`src/pkg/pcbg_pkg.sv`:
```
package pcbg_pkg;
    // ==========================================
    // Widths and sizes
    localparam int PIX_W = 12;
    localparam int CH_W = 3;
    localparam int NUM_CH = 8;
    localparam int SEL_W = 4;
    localparam int RATIO_W = 16;
    localparam int FRAC_W = 8;
    localparam int LUT_AW = 6;
    localparam int AWB_WIN_LOG = 8;
    localparam int AWB_MAX_ROUNDS = 64;
    localparam int ACC_W = PIX_W + AWB_WIN_LOG;

    // ==========================================
    // Register byte offsets
    localparam logic [7:0] OFF_CTRL = 8'h00;
    localparam logic [7:0] OFF_CLIP_SEL = 8'h04;
    localparam logic [7:0] OFF_CLIP_INT = 8'h08;
    localparam logic [7:0] OFF_CLIP_PHYS = 8'h0c;
    localparam logic [7:0] OFF_BAL_SEL = 8'h10;
    localparam logic [7:0] OFF_BAL_MULT = 8'h14;
    localparam logic [7:0] OFF_BAL_LEGACY = 8'h18;
    localparam logic [7:0] OFF_GAMMA = 8'h1c;
    localparam logic [7:0] OFF_LUT_IDX = 8'h20;
    localparam logic [7:0] OFF_LUT_VAL = 8'h24;
    localparam logic [7:0] OFF_STATUS = 8'h28;

    // ==========================================
    // Field positions and encodings
    localparam int CTRL_LUT_EN = 2;
    localparam int STAT_AWB_BUSY = 0;
    localparam int STAT_GAMMA_ON = 1;
    localparam int STAT_LUT_FREE = 2;
    localparam logic [SEL_W-1:0] CLIP_SEL_ALL = 4'h0;
    localparam logic [CH_W-1:0] CH_RED = 3'h0;
    localparam logic [CH_W-1:0] CH_GREEN = 3'h1;
    localparam logic [CH_W-1:0] CH_BLUE = 3'h2;

    // ==========================================
    // Reset values and tuning
    localparam logic [PIX_W-1:0] CLIP_RST = 12'hfff;
    localparam logic [RATIO_W-1:0] UNITY = 16'h0100;
    localparam logic [RATIO_W-1:0] AWB_STEP = 16'h0004;
    localparam logic [ACC_W-1:0] AWB_TOL = 20'h00400;

    typedef enum logic [1:0] {
        AWB_OFF = 2'h0,
        AWB_ONCE = 2'h1,
        AWB_CONT = 2'h2,
        AWB_HOLD = 2'h3
    } pcbg_awb_mode_e;

    typedef enum logic [1:0] {
        AWB_IDLE = 2'h0,
        AWB_ACC = 2'h1,
        AWB_ADJ = 2'h3
    } pcbg_awb_st_e;

    // ==========================================
    // Shared arithmetic
    function automatic logic [PIX_W-1:0] scale_sat(input logic [PIX_W-1:0] pix,
                                                  input logic [RATIO_W-1:0] r);
        logic [PIX_W+RATIO_W-1:0] prod;
        prod = pix * r;
        scale_sat = (|prod[PIX_W+RATIO_W-1:PIX_W+FRAC_W]) ? '1 : prod[PIX_W+FRAC_W-1:FRAC_W];
    endfunction

    function automatic logic [PIX_W-1:0] clip_min(input logic [PIX_W-1:0] v,
                                                 input logic [PIX_W-1:0] lim);
        clip_min = (v > lim) ? lim : v;
    endfunction

    function automatic logic [31:0] merge32(input logic [31:0] old_v, input logic [31:0] new_v,
                                           input logic [3:0] sel);
        merge32 = old_v;
        for (int b = 0; b < 4; b++) begin
            if (sel[b]) begin
                merge32[8*b +: 8] = new_v[8*b +: 8];
            end
        end
    endfunction
endpackage

```
`src/pkg/pcbg_stream_if.sv`:
```
`timescale 1ns/1ps
interface pcbg_stream_if #(parameter int DW = 8);
    logic valid;
    logic ready;
    logic [DW-1:0] data;
    modport src(output valid, output data, input ready);
    modport snk(input valid, input data, output ready);
endinterface

```
`src/rtl/pcbg_fifo.sv`:
```
`timescale 1ns/1ps
module pcbg_fifo #(
    parameter int DW = 8,
    parameter int DEPTH = 2
) (
    input wire logic clk,
    input wire logic rst_n,
    pcbg_stream_if.snk up,
    pcbg_stream_if.src dn
);
    localparam int AW = (DEPTH > 1) ? $clog2(DEPTH) : 1;
    localparam logic [AW:0] FULL = (AW + 1)'(DEPTH);
    localparam logic [AW-1:0] LAST = AW'(DEPTH - 1);

    logic [DW-1:0] mem_reg [DEPTH];
    logic [AW-1:0] wp_reg;
    logic [AW-1:0] rp_reg;
    logic [AW:0] cnt_reg;
    logic push;
    logic pop;

    // ==========================================
    // Handshake
    assign up.ready = (cnt_reg != FULL);
    assign dn.valid = (cnt_reg != '0);
    assign dn.data = mem_reg[rp_reg];
    assign push = up.valid & up.ready;
    assign pop = dn.valid & dn.ready;

    // ==========================================
    // Storage and pointers
    always_ff @(posedge clk) begin
        if (push) begin
            mem_reg[wp_reg] <= up.data;
        end
    end

    always_ff @(posedge clk) begin
        if (!rst_n) begin
            wp_reg <= '0;
            rp_reg <= '0;
            cnt_reg <= '0;
        end else begin
            if (push) begin
                wp_reg <= (wp_reg == LAST) ? '0 : wp_reg + 1'b1;
            end
            if (pop) begin
                rp_reg <= (rp_reg == LAST) ? '0 : rp_reg + 1'b1;
            end
            cnt_reg <= cnt_reg + (AW + 1)'(push) - (AW + 1)'(pop);
        end
    end
endmodule

```
`src/rtl/pcbg_lut.sv`:
```
`timescale 1ns/1ps
module pcbg_lut #(
    parameter int AW = 6,
    parameter int DW = 12
) (
    input wire logic clk,
    input wire logic rst_n,
    input wire logic wr_en,
    input wire logic [AW-1:0] wr_addr,
    input wire logic [DW-1:0] wr_data,
    input wire logic [AW-1:0] sw_addr,
    output logic [DW-1:0] sw_data,
    input wire logic [AW-1:0] lk_addr,
    output logic [DW-1:0] lk_data
);
    logic [DW-1:0] tab_reg [2**AW];

    // ==========================================
    // Lookup ports
    assign sw_data = tab_reg[sw_addr];
    assign lk_data = tab_reg[lk_addr];

    // ==========================================
    // Table, reset to a straight line
    always_ff @(posedge clk) begin
        for (int i = 0; i < 2**AW; i++) begin
            if (!rst_n) begin
                tab_reg[i] <= {AW'(i), {(DW-AW){1'b0}}};
            end else if (wr_en && wr_addr == AW'(i)) begin
                tab_reg[i] <= wr_data;
            end
        end
    end
endmodule

```
`src/rtl/pcbg_top.sv`:
```
`timescale 1ns/1ps
// Operation
// - Clip selector: all, colours, taps
// - Output never exceeds channel clip level
// - Separate clip level per selected channel
// - Clip level also as raw integer
// - Raw and physical clip forms alias
// - Balance selector: colours and taps only
// - Pixel times positive balance multiplier
// - Auto off: manual multipliers only
// - Once: adjust, then return to off
// - Continuous: keep adjusting while selected
// - Extra vendor auto mode allowed
// - Gamma factor strictly positive
// - Gamma occupies lookup table
module pcbg_top #(
    parameter int FIFO_DEPTH = 2
) (
    input wire logic clk,
    input wire logic rst_n,
    input wire logic wb_cyc,
    input wire logic wb_stb,
    input wire logic wb_we,
    input wire logic [7:0] wb_adr,
    input wire logic [3:0] wb_sel,
    input wire logic [31:0] wb_dat_w,
    output logic [31:0] wb_dat_r,
    output logic wb_ack,
    input wire logic pix_in_valid,
    output logic pix_in_ready,
    input wire logic [pcbg_pkg::PIX_W-1:0] pix_in_data,
    input wire logic [pcbg_pkg::CH_W-1:0] pix_in_chan,
    output logic pix_out_valid,
    input wire logic pix_out_ready,
    output logic [pcbg_pkg::PIX_W-1:0] pix_out_data,
    output logic [pcbg_pkg::CH_W-1:0] pix_out_chan
);
    localparam int PW = pcbg_pkg::PIX_W;
    localparam int CW = pcbg_pkg::CH_W;
    localparam int NC = pcbg_pkg::NUM_CH;
    localparam int RW = pcbg_pkg::RATIO_W;
    localparam int AWL = pcbg_pkg::ACC_W;
    localparam int RND_W = $clog2(pcbg_pkg::AWB_MAX_ROUNDS) + 1;
    localparam logic [RND_W-1:0] RND_LAST = RND_W'(pcbg_pkg::AWB_MAX_ROUNDS - 1);

    // ==========================================
    // Register state
    logic ack_reg;
    logic [31:0] dat_reg;
    logic [1:0] mode_reg;
    logic lut_en_reg;
    logic [pcbg_pkg::SEL_W-1:0] clip_sel_reg;
    logic [PW-1:0] clip_reg [NC];
    logic [CW-1:0] bal_sel_reg;
    logic [RW-1:0] ratio_reg [NC];
    logic [RW-1:0] gamma_reg;
    logic [pcbg_pkg::LUT_AW-1:0] lut_idx_reg;

    // ==========================================
    // Bus decode
    logic req;
    logic wr;
    logic [7:0] adr_w;
    logic [31:0] rdata;
    logic [31:0] wdat;
    logic [PW-1:0] wdat_pix;
    logic [RW-1:0] wdat_ratio;
    logic hit_ctrl, hit_csel, hit_cint, hit_cphys, hit_bsel, hit_bm, hit_bl;
    logic hit_gam, hit_lidx, hit_lval, hit_stat;
    logic clip_wr, ratio_wr, ctrl_wr;
    logic [CW-1:0] clip_idx;
    logic [PW-1:0] clip_rd;
    logic [PW-1:0] lut_sw_data;
    logic gamma_on;
    logic lut_use;
    pcbg_pkg::pcbg_awb_st_e st_reg;
    pcbg_pkg::pcbg_awb_st_e st_next;

    assign req = wb_cyc & wb_stb & ~ack_reg;
    assign wr = req & wb_we;
    assign adr_w = {wb_adr[7:2], 2'b00};
    assign hit_ctrl = (adr_w == pcbg_pkg::OFF_CTRL);
    assign hit_csel = (adr_w == pcbg_pkg::OFF_CLIP_SEL);
    assign hit_cint = (adr_w == pcbg_pkg::OFF_CLIP_INT);
    assign hit_cphys = (adr_w == pcbg_pkg::OFF_CLIP_PHYS);
    assign hit_bsel = (adr_w == pcbg_pkg::OFF_BAL_SEL);
    assign hit_bm = (adr_w == pcbg_pkg::OFF_BAL_MULT);
    assign hit_bl = (adr_w == pcbg_pkg::OFF_BAL_LEGACY);
    assign hit_gam = (adr_w == pcbg_pkg::OFF_GAMMA);
    assign hit_lidx = (adr_w == pcbg_pkg::OFF_LUT_IDX);
    assign hit_lval = (adr_w == pcbg_pkg::OFF_LUT_VAL);
    assign hit_stat = (adr_w == pcbg_pkg::OFF_STATUS);

    assign gamma_on = (gamma_reg != pcbg_pkg::UNITY);
    assign lut_use = gamma_on | lut_en_reg;
    assign clip_idx = CW'(clip_sel_reg - 4'h1);
    assign clip_rd = (clip_sel_reg == pcbg_pkg::CLIP_SEL_ALL) ? clip_reg[0] : clip_reg[clip_idx];

    assign rdata =
        hit_ctrl ? 32'({lut_en_reg, mode_reg}) :
        hit_csel ? 32'(clip_sel_reg) :
        (hit_cint | hit_cphys) ? 32'(clip_rd) :
        hit_bsel ? 32'(bal_sel_reg) :
        (hit_bm | hit_bl) ? 32'(ratio_reg[bal_sel_reg]) :
        hit_gam ? 32'(gamma_reg) :
        hit_lidx ? 32'(lut_idx_reg) :
        hit_lval ? 32'(lut_sw_data) :
        hit_stat ? 32'({~gamma_on & lut_en_reg, gamma_on, st_reg != pcbg_pkg::AWB_IDLE}) :
        32'h00000000;

    assign wdat = pcbg_pkg::merge32(rdata, wb_dat_w, wb_sel);
    assign wdat_pix = wdat[PW-1:0];
    assign wdat_ratio = wdat[RW-1:0];
    assign ctrl_wr = wr & hit_ctrl;
    assign clip_wr = wr & (hit_cint | hit_cphys);
    assign ratio_wr = wr & (hit_bm | hit_bl) & (wdat_ratio != '0);

    assign wb_ack = ack_reg;
    assign wb_dat_r = dat_reg;

    always_ff @(posedge clk) begin
        if (!rst_n) begin
            ack_reg <= 1'b0;
            dat_reg <= 32'h00000000;
        end else begin
            ack_reg <= req;
            dat_reg <= req ? rdata : 32'h00000000;
        end
    end

    // ==========================================
    // Configuration registers
    always_ff @(posedge clk) begin
        if (!rst_n) begin
            clip_sel_reg <= pcbg_pkg::CLIP_SEL_ALL;
            bal_sel_reg <= pcbg_pkg::CH_RED;
            gamma_reg <= pcbg_pkg::UNITY;
            lut_idx_reg <= '0;
            lut_en_reg <= 1'b0;
        end else begin
            if (wr && hit_csel && wdat[3:0] <= 4'(NC)) begin
                clip_sel_reg <= wdat[3:0];
            end
            if (wr && hit_bsel) begin
                bal_sel_reg <= wdat[CW-1:0];
            end
            if (wr && hit_gam && wdat_ratio != '0) begin
                gamma_reg <= wdat_ratio;
            end
            if (wr && hit_lidx) begin
                lut_idx_reg <= wdat[pcbg_pkg::LUT_AW-1:0];
            end
            if (ctrl_wr) begin
                lut_en_reg <= wdat[pcbg_pkg::CTRL_LUT_EN];
            end
        end
    end

    always_ff @(posedge clk) begin
        for (int i = 0; i < NC; i++) begin
            if (!rst_n) begin
                clip_reg[i] <= pcbg_pkg::CLIP_RST;
            end else if (clip_wr && (clip_sel_reg == pcbg_pkg::CLIP_SEL_ALL ||
                                     clip_idx == CW'(i))) begin
                clip_reg[i] <= wdat_pix;
            end
        end
    end

    // ==========================================
    // Automatic white balance
    logic in_take;
    logic [PW-1:0] bal_val;
    logic [AWL-1:0] sum_r_reg, sum_g_reg, sum_b_reg;
    logic [pcbg_pkg::AWB_WIN_LOG:0] cnt_reg;
    logic [RND_W-1:0] rnd_reg;
    logic auto_on;
    logic awb_adj;
    logic [RW-1:0] r_next, b_next;
    logic converged;
    logic once_done;

    function automatic logic [RW-1:0] step_ratio(input logic [RW-1:0] r,
                                                input logic [AWL-1:0] s,
                                                input logic [AWL-1:0] g);
        if ({1'b0, s} + {1'b0, pcbg_pkg::AWB_TOL} < {1'b0, g} && r <= ~pcbg_pkg::AWB_STEP) begin
            step_ratio = r + pcbg_pkg::AWB_STEP;
        end else if ({1'b0, s} > {1'b0, g} + {1'b0, pcbg_pkg::AWB_TOL} &&
                     r > pcbg_pkg::AWB_STEP) begin
            step_ratio = r - pcbg_pkg::AWB_STEP;
        end else begin
            step_ratio = r;
        end
    endfunction

    // Vendor hold mode keeps the ratios frozen like off
    assign auto_on = (mode_reg == pcbg_pkg::AWB_ONCE) | (mode_reg == pcbg_pkg::AWB_CONT);
    assign awb_adj = (st_reg == pcbg_pkg::AWB_ADJ) & auto_on;
    assign r_next = step_ratio(ratio_reg[pcbg_pkg::CH_RED], sum_r_reg, sum_g_reg);
    assign b_next = step_ratio(ratio_reg[pcbg_pkg::CH_BLUE], sum_b_reg, sum_g_reg);
    assign converged = (r_next == ratio_reg[pcbg_pkg::CH_RED]) &
                       (b_next == ratio_reg[pcbg_pkg::CH_BLUE]);
    assign once_done = awb_adj & (mode_reg == pcbg_pkg::AWB_ONCE) &
                       (converged | rnd_reg == RND_LAST);

    always_comb begin
        case (st_reg)
            pcbg_pkg::AWB_IDLE: st_next = auto_on ? pcbg_pkg::AWB_ACC : pcbg_pkg::AWB_IDLE;
            pcbg_pkg::AWB_ACC: st_next = !auto_on ? pcbg_pkg::AWB_IDLE :
                cnt_reg[pcbg_pkg::AWB_WIN_LOG] ? pcbg_pkg::AWB_ADJ : pcbg_pkg::AWB_ACC;
            pcbg_pkg::AWB_ADJ: st_next = (auto_on && !once_done) ? pcbg_pkg::AWB_ACC :
                pcbg_pkg::AWB_IDLE;
            default: st_next = pcbg_pkg::AWB_IDLE;
        endcase
    end

    always_ff @(posedge clk) begin
        if (!rst_n) begin
            st_reg <= pcbg_pkg::AWB_IDLE;
            mode_reg <= pcbg_pkg::AWB_OFF;
            rnd_reg <= '0;
        end else begin
            st_reg <= st_next;
            if (ctrl_wr) begin
                mode_reg <= wdat[1:0];
            end else if (once_done) begin
                mode_reg <= pcbg_pkg::AWB_OFF;
            end
            rnd_reg <= (st_reg == pcbg_pkg::AWB_IDLE) ? '0 : rnd_reg + RND_W'(awb_adj);
        end
    end

    always_ff @(posedge clk) begin
        if (!rst_n || st_reg != pcbg_pkg::AWB_ACC) begin
            sum_r_reg <= '0;
            sum_g_reg <= '0;
            sum_b_reg <= '0;
            cnt_reg <= '0;
        end else if (in_take && !cnt_reg[pcbg_pkg::AWB_WIN_LOG]) begin
            cnt_reg <= cnt_reg + 1'b1;
            sum_r_reg <= sum_r_reg + AWL'(pix_in_chan == pcbg_pkg::CH_RED ? bal_val : '0);
            sum_g_reg <= sum_g_reg + AWL'(pix_in_chan == pcbg_pkg::CH_GREEN ? bal_val : '0);
            sum_b_reg <= sum_b_reg + AWL'(pix_in_chan == pcbg_pkg::CH_BLUE ? bal_val : '0);
        end
    end

    always_ff @(posedge clk) begin
        for (int i = 0; i < NC; i++) begin
            if (!rst_n) begin
                ratio_reg[i] <= pcbg_pkg::UNITY;
            end else if (ratio_wr && bal_sel_reg == CW'(i)) begin
                ratio_reg[i] <= wdat_ratio;
            end else if (awb_adj && CW'(i) == pcbg_pkg::CH_RED) begin
                ratio_reg[i] <= r_next;
            end else if (awb_adj && CW'(i) == pcbg_pkg::CH_BLUE) begin
                ratio_reg[i] <= b_next;
            end
        end
    end

    // ==========================================
    // Pixel path
    pcbg_stream_if #(.DW(CW + PW)) bi();
    pcbg_stream_if #(.DW(CW + PW)) bo();

    logic s1_valid_reg;
    logic [PW-1:0] s1_data_reg;
    logic [CW-1:0] s1_chan_reg;
    logic [PW-1:0] lk_data;
    logic [PW-1:0] g_val;
    logic [PW-1:0] clipped;

    assign pix_in_ready = ~s1_valid_reg | bi.ready;
    assign in_take = pix_in_valid & pix_in_ready;
    assign bal_val = pcbg_pkg::scale_sat(pix_in_data, ratio_reg[pix_in_chan]);
    assign g_val = lut_use ? lk_data : s1_data_reg;
    assign clipped = pcbg_pkg::clip_min(g_val, clip_reg[s1_chan_reg]);
    assign bi.valid = s1_valid_reg;
    assign bi.data = {s1_chan_reg, clipped};

    always_ff @(posedge clk) begin
        if (!rst_n) begin
            s1_valid_reg <= 1'b0;
            s1_data_reg <= '0;
            s1_chan_reg <= '0;
        end else if (pix_in_ready) begin
            s1_valid_reg <= pix_in_valid;
            s1_data_reg <= bal_val;
            s1_chan_reg <= pix_in_chan;
        end
    end

    pcbg_lut #(.AW(pcbg_pkg::LUT_AW), .DW(PW)) u_lut (
        .clk(clk),
        .rst_n(rst_n),
        .wr_en(wr & hit_lval),
        .wr_addr(lut_idx_reg),
        .wr_data(wdat_pix),
        .sw_addr(lut_idx_reg),
        .sw_data(lut_sw_data),
        .lk_addr(s1_data_reg[PW-1 -: pcbg_pkg::LUT_AW]),
        .lk_data(lk_data)
    );

    pcbg_fifo #(.DW(CW + PW), .DEPTH(FIFO_DEPTH)) u_fifo (
        .clk(clk),
        .rst_n(rst_n),
        .up(bi),
        .dn(bo)
    );

    assign pix_out_valid = bo.valid;
    assign bo.ready = pix_out_ready;
    assign pix_out_data = bo.data[PW-1:0];
    assign pix_out_chan = bo.data[CW+PW-1:PW];
endmodule

```
`config.mk`:
```
export PLATFORM = sky130hd
export DESIGN_NAME = pcbg_top
export DESIGN_NICKNAME = d
export VERILOG_FILES = /design/src/pkg/pcbg_pkg.sv /design/src/pkg/pcbg_stream_if.sv /design/src/rtl/pcbg_fifo.sv /design/src/rtl/pcbg_lut.sv /design/src/rtl/pcbg_top.sv
export SDC_FILE = /design/constraint.sdc
export NUM_CORES = 2
export LEC_CHECK = 0
export BUFFER_PORTS_ARGS = -buffer_cell sky130_fd_sc_hd__buf_4
export CORE_ASPECT_RATIO = 0.75
export CORE_MARGIN = 2
export CORE_UTILIZATION = 50
export CTS_BUF_LIST = sky130_fd_sc_hd__clkbuf_4
export DETAILED_ROUTE_END_ITERATION = 6
export HOLD_SLACK_MARGIN = 0.06
export PLACE_DENSITY = 0.78
export SLEW_MARGIN = 10
export SYNTH_ARGS = -nofsm -noshare
export SYNTH_HDL_FRONTEND = slang
export SYNTH_HIERARCHICAL = 1
export SYNTH_SLANG_ARGS = --single-unit
```
`constraint.sdc`:
```
create_clock -name clk -period 23.4 [get_ports clk]
set_input_delay 3.51 -clock clk [delete_from_list [all_inputs] [get_ports clk]]
set_output_delay 3.51 -clock clk [all_outputs]
set_load 0.05 [all_outputs]
```
==> results.py <==
metrics = {
    "synth": {
        "synth_commonest_cells": "1,022 x edfxtp_1, 650 x and2_1, 479 x mux4_2, 417 x nand2_1, 357 x nor2_1",
        "syn_avg_cell_area_um2": 12.2,
        "synth_cell_types": 90,
        "synthesis.instances": 5926,
        "syn_area_mm2": 0.0724,
        "synth_top_area_share_pct": 42.4,
        "yosysSeqAreaShare_pct": 46.6,
        "synth_top_cell_by_area": "edfxtp_1",
        "ys_ff_latch": 1176,
        "synth-main-ff-cell": "edfxtp_1",
        "synth_edf_count": 1022,
        "ys_async_sr_fraction_pct": 0,
        "ys_warn_count": 6,
        "yosysMostFrequentCell": "edfxtp_1",
        "synth_area_leaders": "edfxtp_1 42%, mux4_2 15%, and2_1 5.6%, dfxtp_1 4.3%, fa_1 3.9%",
    },
    "sta": {
        "fmax_mhz": 74.1,
        "rsz0062_at_grt": "false",
        "layout_min_cycle_time_ns": 13.49,
        "fin_skew_ns": 0.158,
        "tns_ns": 0,
        "fin_crit_sh_pct": 57.7,
        "setup_violations": 0,
        "hold_viol_final": 0,
        "tightest_slew_ns": 1.62,
        "fin_hold_ws_ns": 0.467,
        "slew_headroom_pct": -8.34,
        "drv_slew": 2,
    },
    "drt": {
        "vias": 53168,
        "avgRoutedWirePerCell_um": 27.6,
        "ant_nets": 0,
        "firstDrtPassIters": 7,
        "post-route-drc-count": 20,
        "drt_iter0_markers": 8621,
        "avgViaCountPerCell": 6.59,
        "drt_wl_total_um": 223000,
    },
    "cts": {
        "clk_latency_ns": 1.27,
        "cts_max_path_buffers": 4,
        "postCtsSetupBuffers": 0,
        "cts_tree": "yes",
        "hold_buffers": 0,
        "cts_made_buffers": 297,
        "cts_root_buf": "clkbuf_4",
        "cts.sinks": 1176,
        "clk_pin_slew_ns": 0.06,
        "ctsResizeCount": 0,
        "h-tree-depth": 5,
    },
    "min_path": {
        "hp-class": "reg -> reg",
        "min_from": "s1_chan_reg[2]$_SDFFE_PN0N_",
    },
    "critical_path": {
        "end_kind": "flip-flop",
        "startpoint": "pix_in_chan[0]",
        "reg2reg_from": "ratio_reg[2][5]$_DFFE_PP_",
        "worst_ep_arrival_time_ns": 14.48,
        "crit_path_top_delay_cell": "o311ai_0",
        "critPathMaxFanout": 45,
        "crit_type": "in -> reg",
        "required_ns": 24.39,
        "path_common_cell": "fa_1",
        "max_stage_delay_ns": 0.85,
        "critPathLaunchType": "input port",
    },
    "outcome": {
        "violations": "design-rule violations, max-capacitance violations, max-slew violations",
        "status": "finished, violations left",
    },
    "pwr": {
        "p_leak_uw": 0.0270,
        "peakVddDrop_mv": 0.152,
        "cellPowerDensity_mw_per_mm2": 78.0,
    },
    "global_routing": {
        "grt_pass1_wl_um": 328000,
        "grt_max_degree": 122,
        "overflow": 0,
        "antenna_found_initial": 8,
        "grt_use_total_pct": 29.7,
        "grt_pass1_vias": 51472,
    },
    "cells_and_area": {
        "final_area_mm2": 0.0780,
        "final_nets": 6376,
        "largest_reg_flops": 768,
        "drive_gt1_share_pct": 21.9,
        "final_core_util_pct": 54.5,
        "area_growth_pct": 7.77,
    },
    "placement": {
        "portBuffers": 79,
        "place_area_mm2": 0.0744,
        "place_congestion": 1.01,
        "hpwl_um": 150000,
    },
    "flow_run": {
        "maxCapViolCount": 1,
    },
    "die": {
        "ioPinCount": 116,
        "die_y_um": 334,
        "num_rows": 120,
        "dieArea_mm2": 0.148,
        "die_w_um": 443,
        "start_util_pct": 50.6,
        "core_mm2": 0.143,
    },
}
==> cell type report <==
class                   instances  area, µm²
diodes                          7       17.5
clock buffers                 426       3200
clock inverters                69        374
fillers                     11702      65200
inverters                     264        992
multi-input cells            4009      35600
flip-flops and latches       1176      33800
well taps                    1891       2370
repair buffers                229       1730
==> worst max-delay path, delay by kind of cell <==
kind / cells / cell delay (ns)
fa+ha+maj: 7 / 3.33
buf+inv: 4 / 1.06
compound gates: 12 / 3.43
simple gates: 9 / 1.97
mux: 2 / 1.08
==> through the flow <==
stage               std cells  setup WS, ns  total power, µW
finish                   8071          9.91             6090
floorplan                5941         10.56             3630
global placement         7569          9.01             4300
detailed placement       7569          8.91             4330
global route             8070          9.22             6340
CTS                      8064         10.18             6040
==> layer usage <==
layer	part of all wire, %	track usage (%)
met1	36	40.8
met2	42	41.8
met3	17	12.4
met4	4.0	11.7
met5	0.13	1.26
==> cell usage in the layout (no fill, tap or decap), types with 58 or more instances in the layout <==
cell      netlist  routed
o21ai_1         8      65
nor2_1        357     356
or3_1         227     227
nand2_1       417     417
xnor2_1        80      80
a21oi_1       202     199
and2_1        650     650
fa_1          142     142
nor2b_1        64      64
mux2i_1       108     107
nor3_1         58      58
mux4_2        479     479
dfxtp_1       154     145
buf_4          47     228
clkbuf_4        0     426
o21ai_0       177     108
edfxtp_1     1022    1022
nand3_1        95      95
ha_1          191     191
inv_1         262     251
mux2_2        113     113
o22ai_1        58      58
==> where the power goes <==
part	internal, µW	leakage (µW)	switching [µW]
sequential	2330	0.0108	52.4
combinational	655	0.0141	1310
clock	877	0.00215	869
total	3860	0.0270	2230
==> path summary, 6_finish.rpt <==
kind,endpoint,slack (ns),cells past startpoint
worst max-delay path,sum_r_reg[17]$_SDFFE_PP0P_,9.91,34
worst min-delay path,u_fifo/mem_reg[1][14]$_DFFE_PP_,0.47,0
worst max register to register,sum_r_reg[17]$_SDFFE_PP0P_,12.40,33
worst min register to register,u_fifo/mem_reg[1][14]$_DFFE_PP_,0.47,0
==> cell families (layout without fill, tap and decap cells) <==
group / after synthesis / in the layout / synth area share, %
AOI/OAI and AO/OA: 770 / 770 / 6.92
xor gates and xnor gates: 118 / 118 / 1.43
adders and majority gates: 333 / 333 / 7.23
buffers and inverters: 756 / 988 / 4.48
DFF: 1176 / 1176 / 46.6
muxes: 704 / 704 / 18.2
other: 1 / 23 / 0.00518
and+or+nand+nor: 2068 / 2068 / 15.1
No activity file was read; power rests on OpenSTA's default activity.
